==> config.mk <==
export PLATFORM = sky130hd
export DESIGN_NAME = scs_conversion_sequencer
export DESIGN_NICKNAME = d
export VERILOG_FILES = /design/src/verilog/scs_sar_register.v /design/src/verilog/scs_conversion_sequencer.v
export VERILOG_INCLUDE_DIRS = /design/src /design/src/verilog
export SDC_FILE = /design/constraint.sdc
export NUM_CORES = 1
export LEC_CHECK = 0
export ABC_AREA = 1
export BUFFER_PORTS_ARGS = -buffer_cell sky130_fd_sc_hd__buf_2
export CORE_ASPECT_RATIO = 1.5
export CORE_MARGIN = 4
export CORE_UTILIZATION = 56
export CTS_CLUSTER_SIZE = 40
export DETAILED_ROUTE_END_ITERATION = 12
export PLACE_DENSITY = 0.8
export REMOVE_ABC_BUFFERS = 1
export SYNTH_ARGS = -nofsm -noshare
export SYNTH_HDL_FRONTEND = slang
export SYNTH_SLANG_ARGS = --single-unit
==> constraint.sdc <==
create_clock -name clock -period 1.6 [get_ports clock]
set_input_delay 0.24 -clock clock [delete_from_list [all_inputs] [get_ports clock]]
set_output_delay 0.24 -clock clock [all_outputs]
set_load 0.01 [all_outputs]
==> src/verilog/scs_defines.vh <==
// Constants for the successive-approximation conversion sequencer
`ifndef SCS_DEFINES_VH
`define SCS_DEFINES_VH
`define SCS_NBITS 16
`define SCS_MIDSCALE 16'h8000
`define SCS_ZERO_CODE 16'h0000
`define SCS_FULL_CODE 16'hffff
`define SCS_CLK_HZ 10000000
`define SCS_RATE_SPS 500000
`define SCS_CYCLE_BUDGET (`SCS_CLK_HZ / `SCS_RATE_SPS)
`define SCS_OPEN_CYCLES 2'h1
`define SCS_SETTLE_CYCLES 2'h1
`endif

==> src/verilog/scs_sar_register.v <==
// Successive-approximation trial register and bit weight shifter
`timescale 1ns/1ns
`include "scs_defines.vh"
module scs_sar_register (
   // Clock and reset
   input wire clock,
   input wire resetn,
   // Control
   input wire load,
   input wire step,
   input wire compHigh,
   // State
   output reg [15:0] trial,
   output reg [15:0] weight,
   output wire lastStep
);
   assign lastStep = weight[0];
   always @(posedge clock or negedge resetn) begin
      if (!resetn) begin
         trial <= `SCS_ZERO_CODE;
         weight <= `SCS_ZERO_CODE;
      end else if (load) begin
         trial <= `SCS_MIDSCALE;
         weight <= `SCS_MIDSCALE;
      end else if (step) begin
         // Keep or drop the trial bit, then try the next lower one
         trial <= (compHigh ? trial : (trial & ~weight)) | (weight >> 1);
         weight <= weight >> 1;
      end
   end
endmodule // scs_sar_register

==> src/verilog/scs_conversion_sequencer.v <==
// Conversion sequencer of a 16-bit charge-redistribution SAR converter
// Function
// - A rising convert_start edge ends acquisition and starts a conversion
// - In acquisition, comparator side grounded and arrays on analog inputs
// - Sampling switches open first, then arrays move to ground
// - Sixteen bits resolved MSB first, one comparator decision per bit
// - After the search, return to acquisition, latch code, signal busy end
// - Internal clock alone advances the search, serial clock unused
// - Output code belongs to the sample of the same start edge
// - Conversions up to 500 kSPS, powered down between conversions
// - Output code is 16-bit straight binary
// - Over-range input saturates at all ones
// - Under-range input saturates at all zeros
// - Serial data input level at start edge selects chain or select mode
// - Result shifted out per serial clock while selected, outside block
`timescale 1ns/1ns
`include "scs_defines.vh"
module scs_conversion_sequencer (
   // Clock and reset
   input wire clock,
   input wire resetn,
   // Host side
   input wire convertStart,
   input wire serialDataIn,
   // Comparator and range detect
   input wire compHigh,
   input wire overRange,
   input wire underRange,
   // Switch controls
   output reg sampleSwitchPos,
   output reg sampleSwitchNeg,
   output reg arrayOnInputs,
   output reg [15:0] arrayToRef,
   output reg powerUp,
   // Result
   output reg [15:0] resultCode,
   output reg resultValid,
   output reg busy,
   output reg chainMode
);
   // Sequencer states
   localparam IDLE = 3'h0;
   localparam OPEN = 3'h1;
   localparam HOLD = 3'h2;
   localparam SRCH = 3'h3;
   localparam DONE = 3'h4;

   // Sequencer state and captured range flags
   reg [2:0] state;
   reg [2:0] next_state;
   reg startPrev;
   reg over;
   reg under;

   // Search register and decision paths
   wire startEdge;
   wire load;
   wire step;
   wire finish;
   wire lastStep;
   wire [15:0] trial;
   wire [15:0] weight;
   wire [15:0] decided;
   wire [15:0] nextTrial;

   // Trial code with the bit under test kept or dropped
   function [15:0] keepOrDrop;
      input [15:0] tryCode;
      input [15:0] tryWeight;
      input keep;
      begin
         if (keep) begin
            keepOrDrop = tryCode;
         end else begin
            keepOrDrop = tryCode & ~tryWeight;
         end
      end
   endfunction

   // Saturate the code when the held sample was out of range
   function [15:0] clampCode;
      input [15:0] code;
      input high;
      input low;
      begin
         if (high) begin
            clampCode = `SCS_FULL_CODE;
         end else if (low) begin
            clampCode = `SCS_ZERO_CODE;
         end else begin
            clampCode = code;
         end
      end
   endfunction

   assign startEdge = convertStart & ~startPrev;
   assign load = (state == HOLD);
   assign step = (state == SRCH);
   assign finish = step & lastStep;
   assign decided = keepOrDrop(trial, weight, compHigh);
   assign nextTrial = decided | (weight >> 1);

   scs_sar_register sar (
      .clock(clock),
      .resetn(resetn),
      .load(load),
      .step(step),
      .compHigh(compHigh),
      .trial(trial),
      .weight(weight),
      .lastStep(lastStep)
   );

   // Next state of the sequencer
   always @* begin
      next_state = state;
      case (state)
         IDLE: if (startEdge) next_state = OPEN;
         OPEN: next_state = HOLD;
         HOLD: next_state = SRCH;
         SRCH: if (lastStep) next_state = DONE;
         DONE: next_state = IDLE;
         default: next_state = IDLE;
      endcase
   end

   // State and start edge history
   always @(posedge clock or negedge resetn) begin
      if (!resetn) begin
         state <= IDLE;
         startPrev <= 1'b0;
      end else begin
         state <= next_state;
         startPrev <= convertStart;
      end
   end

   // Busy and power follow the conversion
   always @(posedge clock or negedge resetn) begin
      if (!resetn) begin
         busy <= 1'b0;
         powerUp <= 1'b0;
      end else if (state == IDLE && startEdge) begin
         busy <= 1'b1;
         powerUp <= 1'b1;
      end else if (state == DONE) begin
         busy <= 1'b0;
         powerUp <= 1'b0;
      end
   end

   // Interface mode taken on the start edge
   always @(posedge clock or negedge resetn) begin
      if (!resetn) begin
         chainMode <= 1'b0;
      end else if (state == IDLE && startEdge) begin
         chainMode <= ~serialDataIn;
      end
   end

   // Switches open before the arrays leave the inputs
   always @(posedge clock or negedge resetn) begin
      if (!resetn) begin
         sampleSwitchPos <= 1'b1;
         sampleSwitchNeg <= 1'b1;
      end else if (state == IDLE && startEdge) begin
         sampleSwitchPos <= 1'b0;
         sampleSwitchNeg <= 1'b0;
      end else if (state == DONE) begin
         sampleSwitchPos <= 1'b1;
         sampleSwitchNeg <= 1'b1;
      end
   end

   // Arrays move to ground once the switches are open
   always @(posedge clock or negedge resetn) begin
      if (!resetn) begin
         arrayOnInputs <= 1'b1;
      end else if (state == OPEN) begin
         arrayOnInputs <= 1'b0;
      end else if (state == DONE) begin
         arrayOnInputs <= 1'b1;
      end
   end

   // Range flags taken while the sample is held
   always @(posedge clock or negedge resetn) begin
      if (!resetn) begin
         over <= 1'b0;
         under <= 1'b0;
      end else if (state == HOLD) begin
         over <= overRange;
         under <= underRange;
      end
   end

   // Trial pattern on the reference side of the arrays
   always @(posedge clock or negedge resetn) begin
      if (!resetn) begin
         arrayToRef <= `SCS_ZERO_CODE;
      end else if (state == HOLD) begin
         arrayToRef <= `SCS_MIDSCALE;
      end else if (finish) begin
         arrayToRef <= `SCS_ZERO_CODE;
      end else if (step) begin
         arrayToRef <= nextTrial;
      end
   end

   // One-cycle strobe at the end of the search
   always @(posedge clock or negedge resetn) begin
      if (!resetn) begin
         resultValid <= 1'b0;
      end else begin
         resultValid <= finish;
      end
   end

   // Code stands until the next search ends, for the serial shifter
   always @(posedge clock or negedge resetn) begin
      if (!resetn) begin
         resultCode <= `SCS_ZERO_CODE;
      end else if (finish) begin
         // Code from this conversion only, no pipeline
         resultCode <= clampCode(decided, over, under);
      end
   end
endmodule // scs_conversion_sequencer

**After elaboration in Yosys (flattened, before gate mapping)**

Index checks and enable logic that the tools add are counted.

- Bitwise logic cells: 7
- Reductions and logical operators: 7
- Eq/ne operators: 6
- Multiplexer cells: 17

Operators by type and width:

| operator | count |
|---|---|
| two-way mux 16 bit | 9 |
| bitwise AND 16 bit | 1 |
| inverter 16 bit | 1 |
| OR 16 x 15 -> 16 bit | 1 |
| one-hot mux 3 bit (4 select lines) | 1 |
| equality test 3 x 2 -> 1 bit (second input constant) | 2 |
| two-way mux 3 bit | 2 |
| nonzero test 2 bit | 3 |
| two-way mux 1 bit | 5 |
| equality test 3 x 1 -> 1 bit (second input constant) | 1 |
| equality test 3 bit (second input constant) | 1 |
| zero test 3 bit | 1 |
| nonzero test 3 bit | 1 |
| bitwise AND 1 bit | 2 |
| inequality test 2 x 1 -> 1 bit (second input constant) | 1 |
| inequality test 2 bit (second input constant) | 1 |
| inverter 1 bit | 2 |
| AND reduction 2 bit | 1 |
| logical AND 1 bit | 1 |

- Output and inout port bits: 39
- Word-level logic and storage cells: 50
- Register bits: 75
- Input bits: 7

**Logic depth before layout (Yosys ltp)**

Gate-level depths: netlist (run 1).

- Word-level depth: 7
- Gate-level depth with buffers: 7
- Depth with buffers taken out: 6

**By module**

Synthesis (run 1) repeated with hierarchy kept, for this count alone.

- Cell total of the unflattened synthesis: 453
- Area, all modules: 3513.4 um^2

By module, submodules not included:

| module | times used | cells each | seq. area each (um^2) | area an instance (um^2) |
|---|---|---|---|---|
| scs_conversion_sequencer | 1 | 283 | 1078.5 | 2085.8 |
| scs_sar_register | 1 | 170 | 800.8 | 1427.6 |

**Worst setup path before layout (run 1)**

Ideal clock, no wire load.

- Path kind: reg-to-reg
- Start point: register state[2]
- End point: register arrayToRef[0]
- Clock period less this slack: 1.213 ns
- Arrival: 1.148 ns
- Buffers on the path: 2
- Stages on the path, launching flop included: 8
- Library setup time: 0.065 ns
- Setup slack: 0.387 ns
- Data required time: 1.535 ns
- Cells stage by stage: dfrtp_1 > buf_2 > inv_1 > nand3_2 > nor2_4 > buf_2 > nand2_1 > nand2_1

- Cells in the longest elaborated chain, start to end: 4
- Elaborated cells on any way between the ends: 6
- Classes of those cells: eq/ne (2); mux (2); bitwise (1); reduce/logical (1)

Ends and longest elaborated chain:

| what | line | source |
|---|---|---|
| start, declared | scs_conversion_sequencer.v:49 | `reg [2:0] state;` |
| start signal, assigned | scs_conversion_sequencer.v:133 | `state <= next_state;` |
| equality test 3 x 2 -> 1 bit | scs_conversion_sequencer.v:98 | `assign step = (state == SRCH);` |
| bitwise AND 1 bit | scs_conversion_sequencer.v:99 | `assign finish = step & lastStep;` |
| two-way mux 16 bit | scs_conversion_sequencer.v:203 | `end else if (finish) begin` |
| two-way mux 16 bit | scs_conversion_sequencer.v:201 | `end else if (state == HOLD) begin` |
| end signal, assigned | scs_conversion_sequencer.v:200 | `` arrayToRef <= `SCS_ZERO_CODE; `` |
| end signal, assigned | scs_conversion_sequencer.v:202 | `` arrayToRef <= `SCS_MIDSCALE; `` |
| end signal, assigned | scs_conversion_sequencer.v:204 | `` arrayToRef <= `SCS_ZERO_CODE; `` |
| end, declared | scs_conversion_sequencer.v:33 | `output reg [15:0] arrayToRef,` |

Parallel ways exist; a longest one is shown, timed or not.
A chain may end at the register's enable or synchronous reset.

**Final worst setup path (run 1)**

- Start point: register state[2]
- End point: register state[1]

- Cells in the longest elaborated chain, start to end: 3
- Elaborated cells on any way between the ends: 8
- Classes of those cells: eq/ne (5); mux (1); reduce/logical (2)

Ends and longest elaborated chain:

| what | line | source |
|---|---|---|
| equality test 3 x 2 -> 1 bit or zero test 3 bit (tied branches) | scs_conversion_sequencer.v:117 | `case (state)` |
| inequality test 2 x 1 -> 1 bit (no source line) or inequality test 2 bit (tied branches) | - |  |
| AND reduction 2 bit (no source line) | - |  |

Parallel ways exist; a longest one is shown, timed or not.

==> results_dict.tcl, run 1 <==
set metrics [dict create \
    power_frac_seq 0.431 \
    syn-cell-area_um2 3170 \
    worstHoldPathCells 1 \
    worst_hold_path.endpoint "startPrev" \
    global_route_wire_length_before_repair_mm 12.0 \
    min-delay-start "convertStart" \
    n_fill_cell 457 \
    r2r_slack_ps 260 \
    worstPathBufferInverterCount 2 \
    finalWirelength_mm 7.01 \
    layout_min_cycle_time_ps 1340 \
    slew_viol_final 0 \
    route.detailed.vias_per_inst 5.21 \
    hpwl_mm 4.59 \
    timing.clock.skew_ps 9.61 \
    critical_path_peak_fanout 17 \
    synth_seq_area_share 0.593 \
    post_route_cells_drive_above_1_share 0.180 \
    clock_power_share 0.247 \
    layout_commonest_cell "sky130_fd_sc_hd__nand2_1" \
    total_switching_power_uw 2080 \
    tritoncts.num_buffers 9 \
    reg2reg_to "state[1]" \
    critical_path_class "flop to flop" \
    via_count 2658 \
    grt_start_max_net_pins 32 \
    grt_antenna_before_repair 0 \
    io_buffer_count 45 \
    switching_share 0.373 \
    drt_drc_violations_left 0 \
    gpl.final_weighted_congestion 0.776 \
    slew-limit-headroom 0.626 \
    post_layout_power_uw 5580 \
    cts_repair_resize_count 0 \
    critPathLaunchType "flop" \
    antennaDiodeCount 0 \
    synthesis.instances 384 \
    worst_r2r_path_depth 5 \
    final_core_utilization 0.672 \
    fin_worst_hold_slack_ps 15.9 \
    starting_density_of_the_core 0.577 \
    nets 444 \
    max_slew.worst_pin.slew_ps 560 \
    status "finished clean" \
    first_global_vias 2620 \
    cts_tree "built" \
    area_growth_pct 16.4 \
    tns_ps 0 \
    timing.critical_path.slowest_stage_cell "sky130_fd_sc_hd__dfrtp_1" \
    postRouteAntennaNets 0 \
    powerDensity_nw_per_um2 1510 \
    p_int_uw 3500 \
    later_pin_clock_latency_in_the_skew_report_ps 340 \
    max-cap-violations 0 \
    timing.critical_path.mode_cell "sky130_fd_sc_hd__inv_1" \
    timing.critical_path.required_ps 1860 \
    worst_slack_ps 257 \
    rr_startpoint "state[2]" \
    timing.critical_path.slowest_cell_delay_ps 470 \
    clk_pin_slew_worst_paths_ps 70 \
    power.share.combinational 0.322 \
    drtPass1Iterations 4 \
    timing_hold_violations_final 0 \
    layout.cells.most_common_list "sky130_fd_sc_hd__nand2_1 (212), sky130_fd_sc_hd__dfrtp_1 (73), sky130_fd_sc_hd__buf_2 (44)" \
    grt_util_all_layers 0.219 \
    achievable-frequency_mhz 745 \
    max-clock-path-buffers 2 \
    dp_worst_setup_slack_ps 266 \
    detail_route.iter0.violations 231 \
    die_w_um 69.4 \
    routedWlPerCell_um 13.7 \
    critical_path.endpoint_type "flop" \
    post_synth.cell_area_avg_um2 8.26 \
    grt_setup_unrepaired "false" \
    global_route_overflow 0 \
    tritoncts_sink_count 75 \
    setup-violations-final 0 \
    placeableCoreArea_um2 5490 \
    worstPathArrival_ps 1610 \
    critical_path.top_delay_family "simple AND/OR/NAND/NOR gates" \
    finalCritPeriodShare 0.839 \
    vdd_ir_drop_max_mv 0.936 \
    holdCritPathClass "input pin to flop" \
    leakagePower_uw 0.00199 \
    cts-root-buf "sky130_fd_sc_hd__clkbuf_8" \
    floorplan_die_area_um2 6950 \
    path_cells "inv_1 -> nand3_2 -> nor2_4 -> inv_1 -> nand3b_1" \
    io-pin-count 46 \
    ys_seq_elements 75 \
    htree_levels 3 \
    fp-row-count 33 \
    die_h_um 100 \
    synth_cell_type_count 24 \
    yosysWarnings 0 \
]
through the flow:
stage / instances / cell area [um2]
after floorplan: 369 / 3090
after global routing: 510 / 3690
after CTS: 510 / 3690
final: 510 / 3690
after detailed placement: 495 / 3500
after global placement: 495 / 3500
cells in the mapped netlist (all sizes together):
cell    count  area, um2
clkbuf      3       11.3
o21ai       3       15.0
nor2       12       62.6
nand3      19        100
nor3        1       5.00
clkinv      3       12.5
dfrtp      73       1830
a21oi       3       15.0
nand2     213        807
nand3b      1       7.51
inv        24       90.1
buf        12       70.1
dfstp       2       52.6
o22ai      14       87.6
o21a        1       7.51
kinds of logic (layout without fill, tap and decap cells):
kind of cell,count (synthesis),after routing,share of synthesized area
AO/OA/AOI/OAI,21,21,0.0395
buffers and inverters,42,98,0.0580
flip-flops,75,75,0.593
AND/OR/NAND/NOR,246,246,0.310
per-layer routing:
| metal | share of wire | wire [um] | up-vias | track usage |
|---|---|---|---|---|
| li1 | - | - | 1287 | - |
| met3 | 0.056 | 389 | 14 | 0.0301 |
| met5 | 0 | 0 | - | 0 |
| met1 | 0.38 | 2690 | 1264 | 0.257 |
| met2 | 0.54 | 3780 | 93 | 0.392 |
| met4 | 0.022 | 156 | 0 | 0.111 |
power by group through the flow:
stage,Clock (uW),Combinational (uW),Sequential (uW)
finish,1380,1800,2400
global route,1480,2010,2440
CTS,1390,1800,2400
detailed placement,0,1770,2430
global placement,0,1720,2420
floorplan,0,1040,2460
area by class of cell:
class | instances | area [um2] | share of cell area
clock inverter | 3 | 40.0 | 0.0108
inverter | 27 | 103 | 0.0278
sequential | 75 | 1880 | 0.509
clock buffer | 11 | 141 | 0.0383
multi-input combinational | 267 | 1110 | 0.300
timing repair buffer | 57 | 333 | 0.0902
tap | 70 | 87.6 | 0.0237
worst max-delay path by stage:
stage,slack [ps],start,endpoint,depth (start not counted)
CTS,260,state[2],state[1],5
global placement,350,state[1],resultCode[14],6
detailed placement,270,state[1],resultCode[11],6
global route,110,state[2],state[0],5
floorplan,150,state[2],sar.weight[0],4
finish,260,state[2],state[1],5
registers in the layout, summed over array words and instances, names as in the netlist:
name,flops
arrayToRef,16
resultCode,16
sar.trial,16
sar.weight,16
state,3
arrayOnInputs,1
busy,1
chainMode,1
over,1
resultValid,1
sampleSwitchNeg,1
startPrev,1
under,1
what timing repair did:
item	CTS	global route
setup buffers	0	0
hold buffers	1	0
endpoints found under the hold margin	26	0
endpoints found under the setup margin	0	0
No activity file was read; power rests on OpenSTA's default activity.
==> run 2, diff against run 1 <==
==> constraint.sdc (replaced) <==
create_clock -name clock -period 1.39 [get_ports clock]
set_input_delay 0.2085 -clock clock [delete_from_list [all_inputs] [get_ports clock]]
set_output_delay 0.2085 -clock clock [all_outputs]
set_load 0.01 [all_outputs]
==> run 2 against run 1 <==
Net effect: flip-flop and latch count unchanged; clock skew down 0.72 ps; setup slack got worse by 130 ps; routed wire length is 3.1% lower; count of clock-buffer cells in the layout unchanged; core utilization increased by 1.5 points; non-clock buffer count grew 1; total power rose by 23%; critical path type unchanged; largest power group unchanged.
==> results_dict.tcl, run 2 (synthesized netlist as in run 1, its figures left out) <==
set metrics [dict create \
    status "finished clean" \
    cts-root-buf "sky130_fd_sc_hd__clkbuf_8" \
    routedWlPerCell_um 13.2 \
    io-pin-count 46 \
    tritoncts_sink_count 75 \
    critical_path_class "flop to flop" \
    min-delay-start "serialDataIn" \
    layout.cells.most_common_list "sky130_fd_sc_hd__nand2_1 (212), sky130_fd_sc_hd__dfrtp_1 (73), sky130_fd_sc_hd__buf_2 (44)" \
    worst_hold_path.endpoint "chainMode" \
    fp-row-count 33 \
    critical_path.top_delay_family "flip-flops" \
    worstPathBufferInverterCount 1 \
    grt_util_all_layers 0.218 \
    via_count 2637 \
    die_w_um 69.4 \
    setup-violations-final 0 \
    slew-limit-headroom 0.762 \
    post_route_cells_drive_above_1_share 0.183 \
    timing.critical_path.mode_cell "sky130_fd_sc_hd__nand2_1" \
    slew_viol_final 0 \
    drtPass1Iterations 4 \
    antennaDiodeCount 0 \
    htree_levels 3 \
    grt_setup_unrepaired "false" \
    die_h_um 100 \
    achievable-frequency_mhz 792 \
    worstHoldPathCells 2 \
    clk_pin_slew_worst_paths_ps 80 \
    leakagePower_uw 0.00203 \
    tns_ps 0 \
    finalWirelength_mm 6.79 \
    critical_path_peak_fanout 16 \
    area_growth_pct 19.1 \
    rr_startpoint "state[1]" \
    global_route_overflow 0 \
    powerDensity_nw_per_um2 1810 \
    later_pin_clock_latency_in_the_skew_report_ps 350 \
    starting_density_of_the_core 0.577 \
    grt_antenna_before_repair 0 \
    drt_drc_violations_left 0 \
    finalCritPeriodShare 0.908 \
    route.detailed.vias_per_inst 5.14 \
    final_core_utilization 0.688 \
    postRouteAntennaNets 0 \
    worstPathArrival_ps 1500 \
    first_global_vias 2587 \
    critPathLaunchType "flop" \
    vdd_ir_drop_max_mv 1.53 \
    detail_route.iter0.violations 236 \
    timing.critical_path.slowest_stage_cell "sky130_fd_sc_hd__dfrtp_1" \
    grt_start_max_net_pins 32 \
    fin_worst_hold_slack_ps 71.5 \
    tritoncts.num_buffers 9 \
    timing.clock.skew_ps 8.89 \
    io_buffer_count 45 \
    layout_min_cycle_time_ps 1260 \
    max-clock-path-buffers 2 \
    holdCritPathClass "input pin to flop" \
    max-cap-violations 0 \
    placeableCoreArea_um2 5490 \
    global_route_wire_length_before_repair_mm 12.0 \
    floorplan_die_area_um2 6950 \
    nets 445 \
    r2r_slack_ps 130 \
    cts_tree "built" \
    layout_commonest_cell "sky130_fd_sc_hd__nand2_1" \
    gpl.final_weighted_congestion 0.772 \
    timing.critical_path.required_ps 1630 \
    hpwl_mm 4.33 \
    timing.critical_path.slowest_cell_delay_ps 430 \
    reg2reg_to "sar.trial[15]" \
    max_slew.worst_pin.slew_ps 357 \
    critical_path.endpoint_type "flop" \
    worst_r2r_path_depth 5 \
    path_cells "nand2_1 -> nor2_4 -> buf_4 -> nand2_1 -> o21a_1" \
    timing_hold_violations_final 0 \
]
-- run 2: cell count changes in the layout (fill, tap and decap cells not counted), sizes merged --
cell and change:
bufinv +2, dlygate4sd3 +1
-- run 2: what timing repair did --
| item | 4_1_cts | 5_1_grt |
|---|---|---|
| gates resized for setup | 0 | 2 |
| hold buffers | 2 | 0 |
| endpoints found under the setup margin | 0 | 10 |
| hold endpoints to repair | 22 | 0 |
| buffers inserted | 0 | 0 |
-- run 2: area by class of cell --
class                   count  area, um2
flip-flops and latches     75       1880
fillers                   428       1720
clock inverters             5        100
repair buffers             58        355
clock buffers              11        141
inverters                  27        105
multi-input cells         267       1110
well taps                  70       87.6
-- run 2: through the flow --
stage	cell area [um2]	worst slack (ps)	total power, uW	cells
4_1_cts	3770	99.7	6890	513
6_report	3780	127	6850	513
3_5_place_dp	3510	127	4850	495
5_1_grt	3780	41.4	7280	513
2_1_floorplan	3090	-61.5	4030	369
3_3_place_gp	3510	183	4780	495
-- run 2: worst max path at each step --
stage               startpoint             to  cells past startpoint
global route          state[1]  resultCode[0]                      6
global placement      state[1]  resultCode[4]                      6
CTS                   state[1]  sar.weight[0]                      5
finish                state[1]  sar.trial[15]                      5
detailed placement    state[1]   sar.trial[3]                      5
floorplan             state[2]  sar.weight[0]                      4
-- run 2: worst register-to-register path, cell delays in order (launching register included) --
cell and delay, ps:
sky130_fd_sc_hd__dfrtp_1 430, sky130_fd_sc_hd__nand2_1 120, sky130_fd_sc_hd__nor2_4 130, sky130_fd_sc_hd__buf_4 250, sky130_fd_sc_hd__nand2_1 110, sky130_fd_sc_hd__o21a_1 120
-- run 2: per-layer routing --
layer | vias up | track usage | wire, um
li1 | 1292 | - | -
met1 | 1267 | 0.274 | 2810
met2 | 67 | 0.365 | 3560
met3 | 11 | 0.0521 | 298
met4 | 0 | 0.0872 | 122
met5 | - | 0 | 0
-- run 2: report_power, final --
part / switching (uW) / internal [uW]
combinational: 1410 / 663
clock: 773 / 1240
sequential: 225 / 2540
total: 2410 / 4440
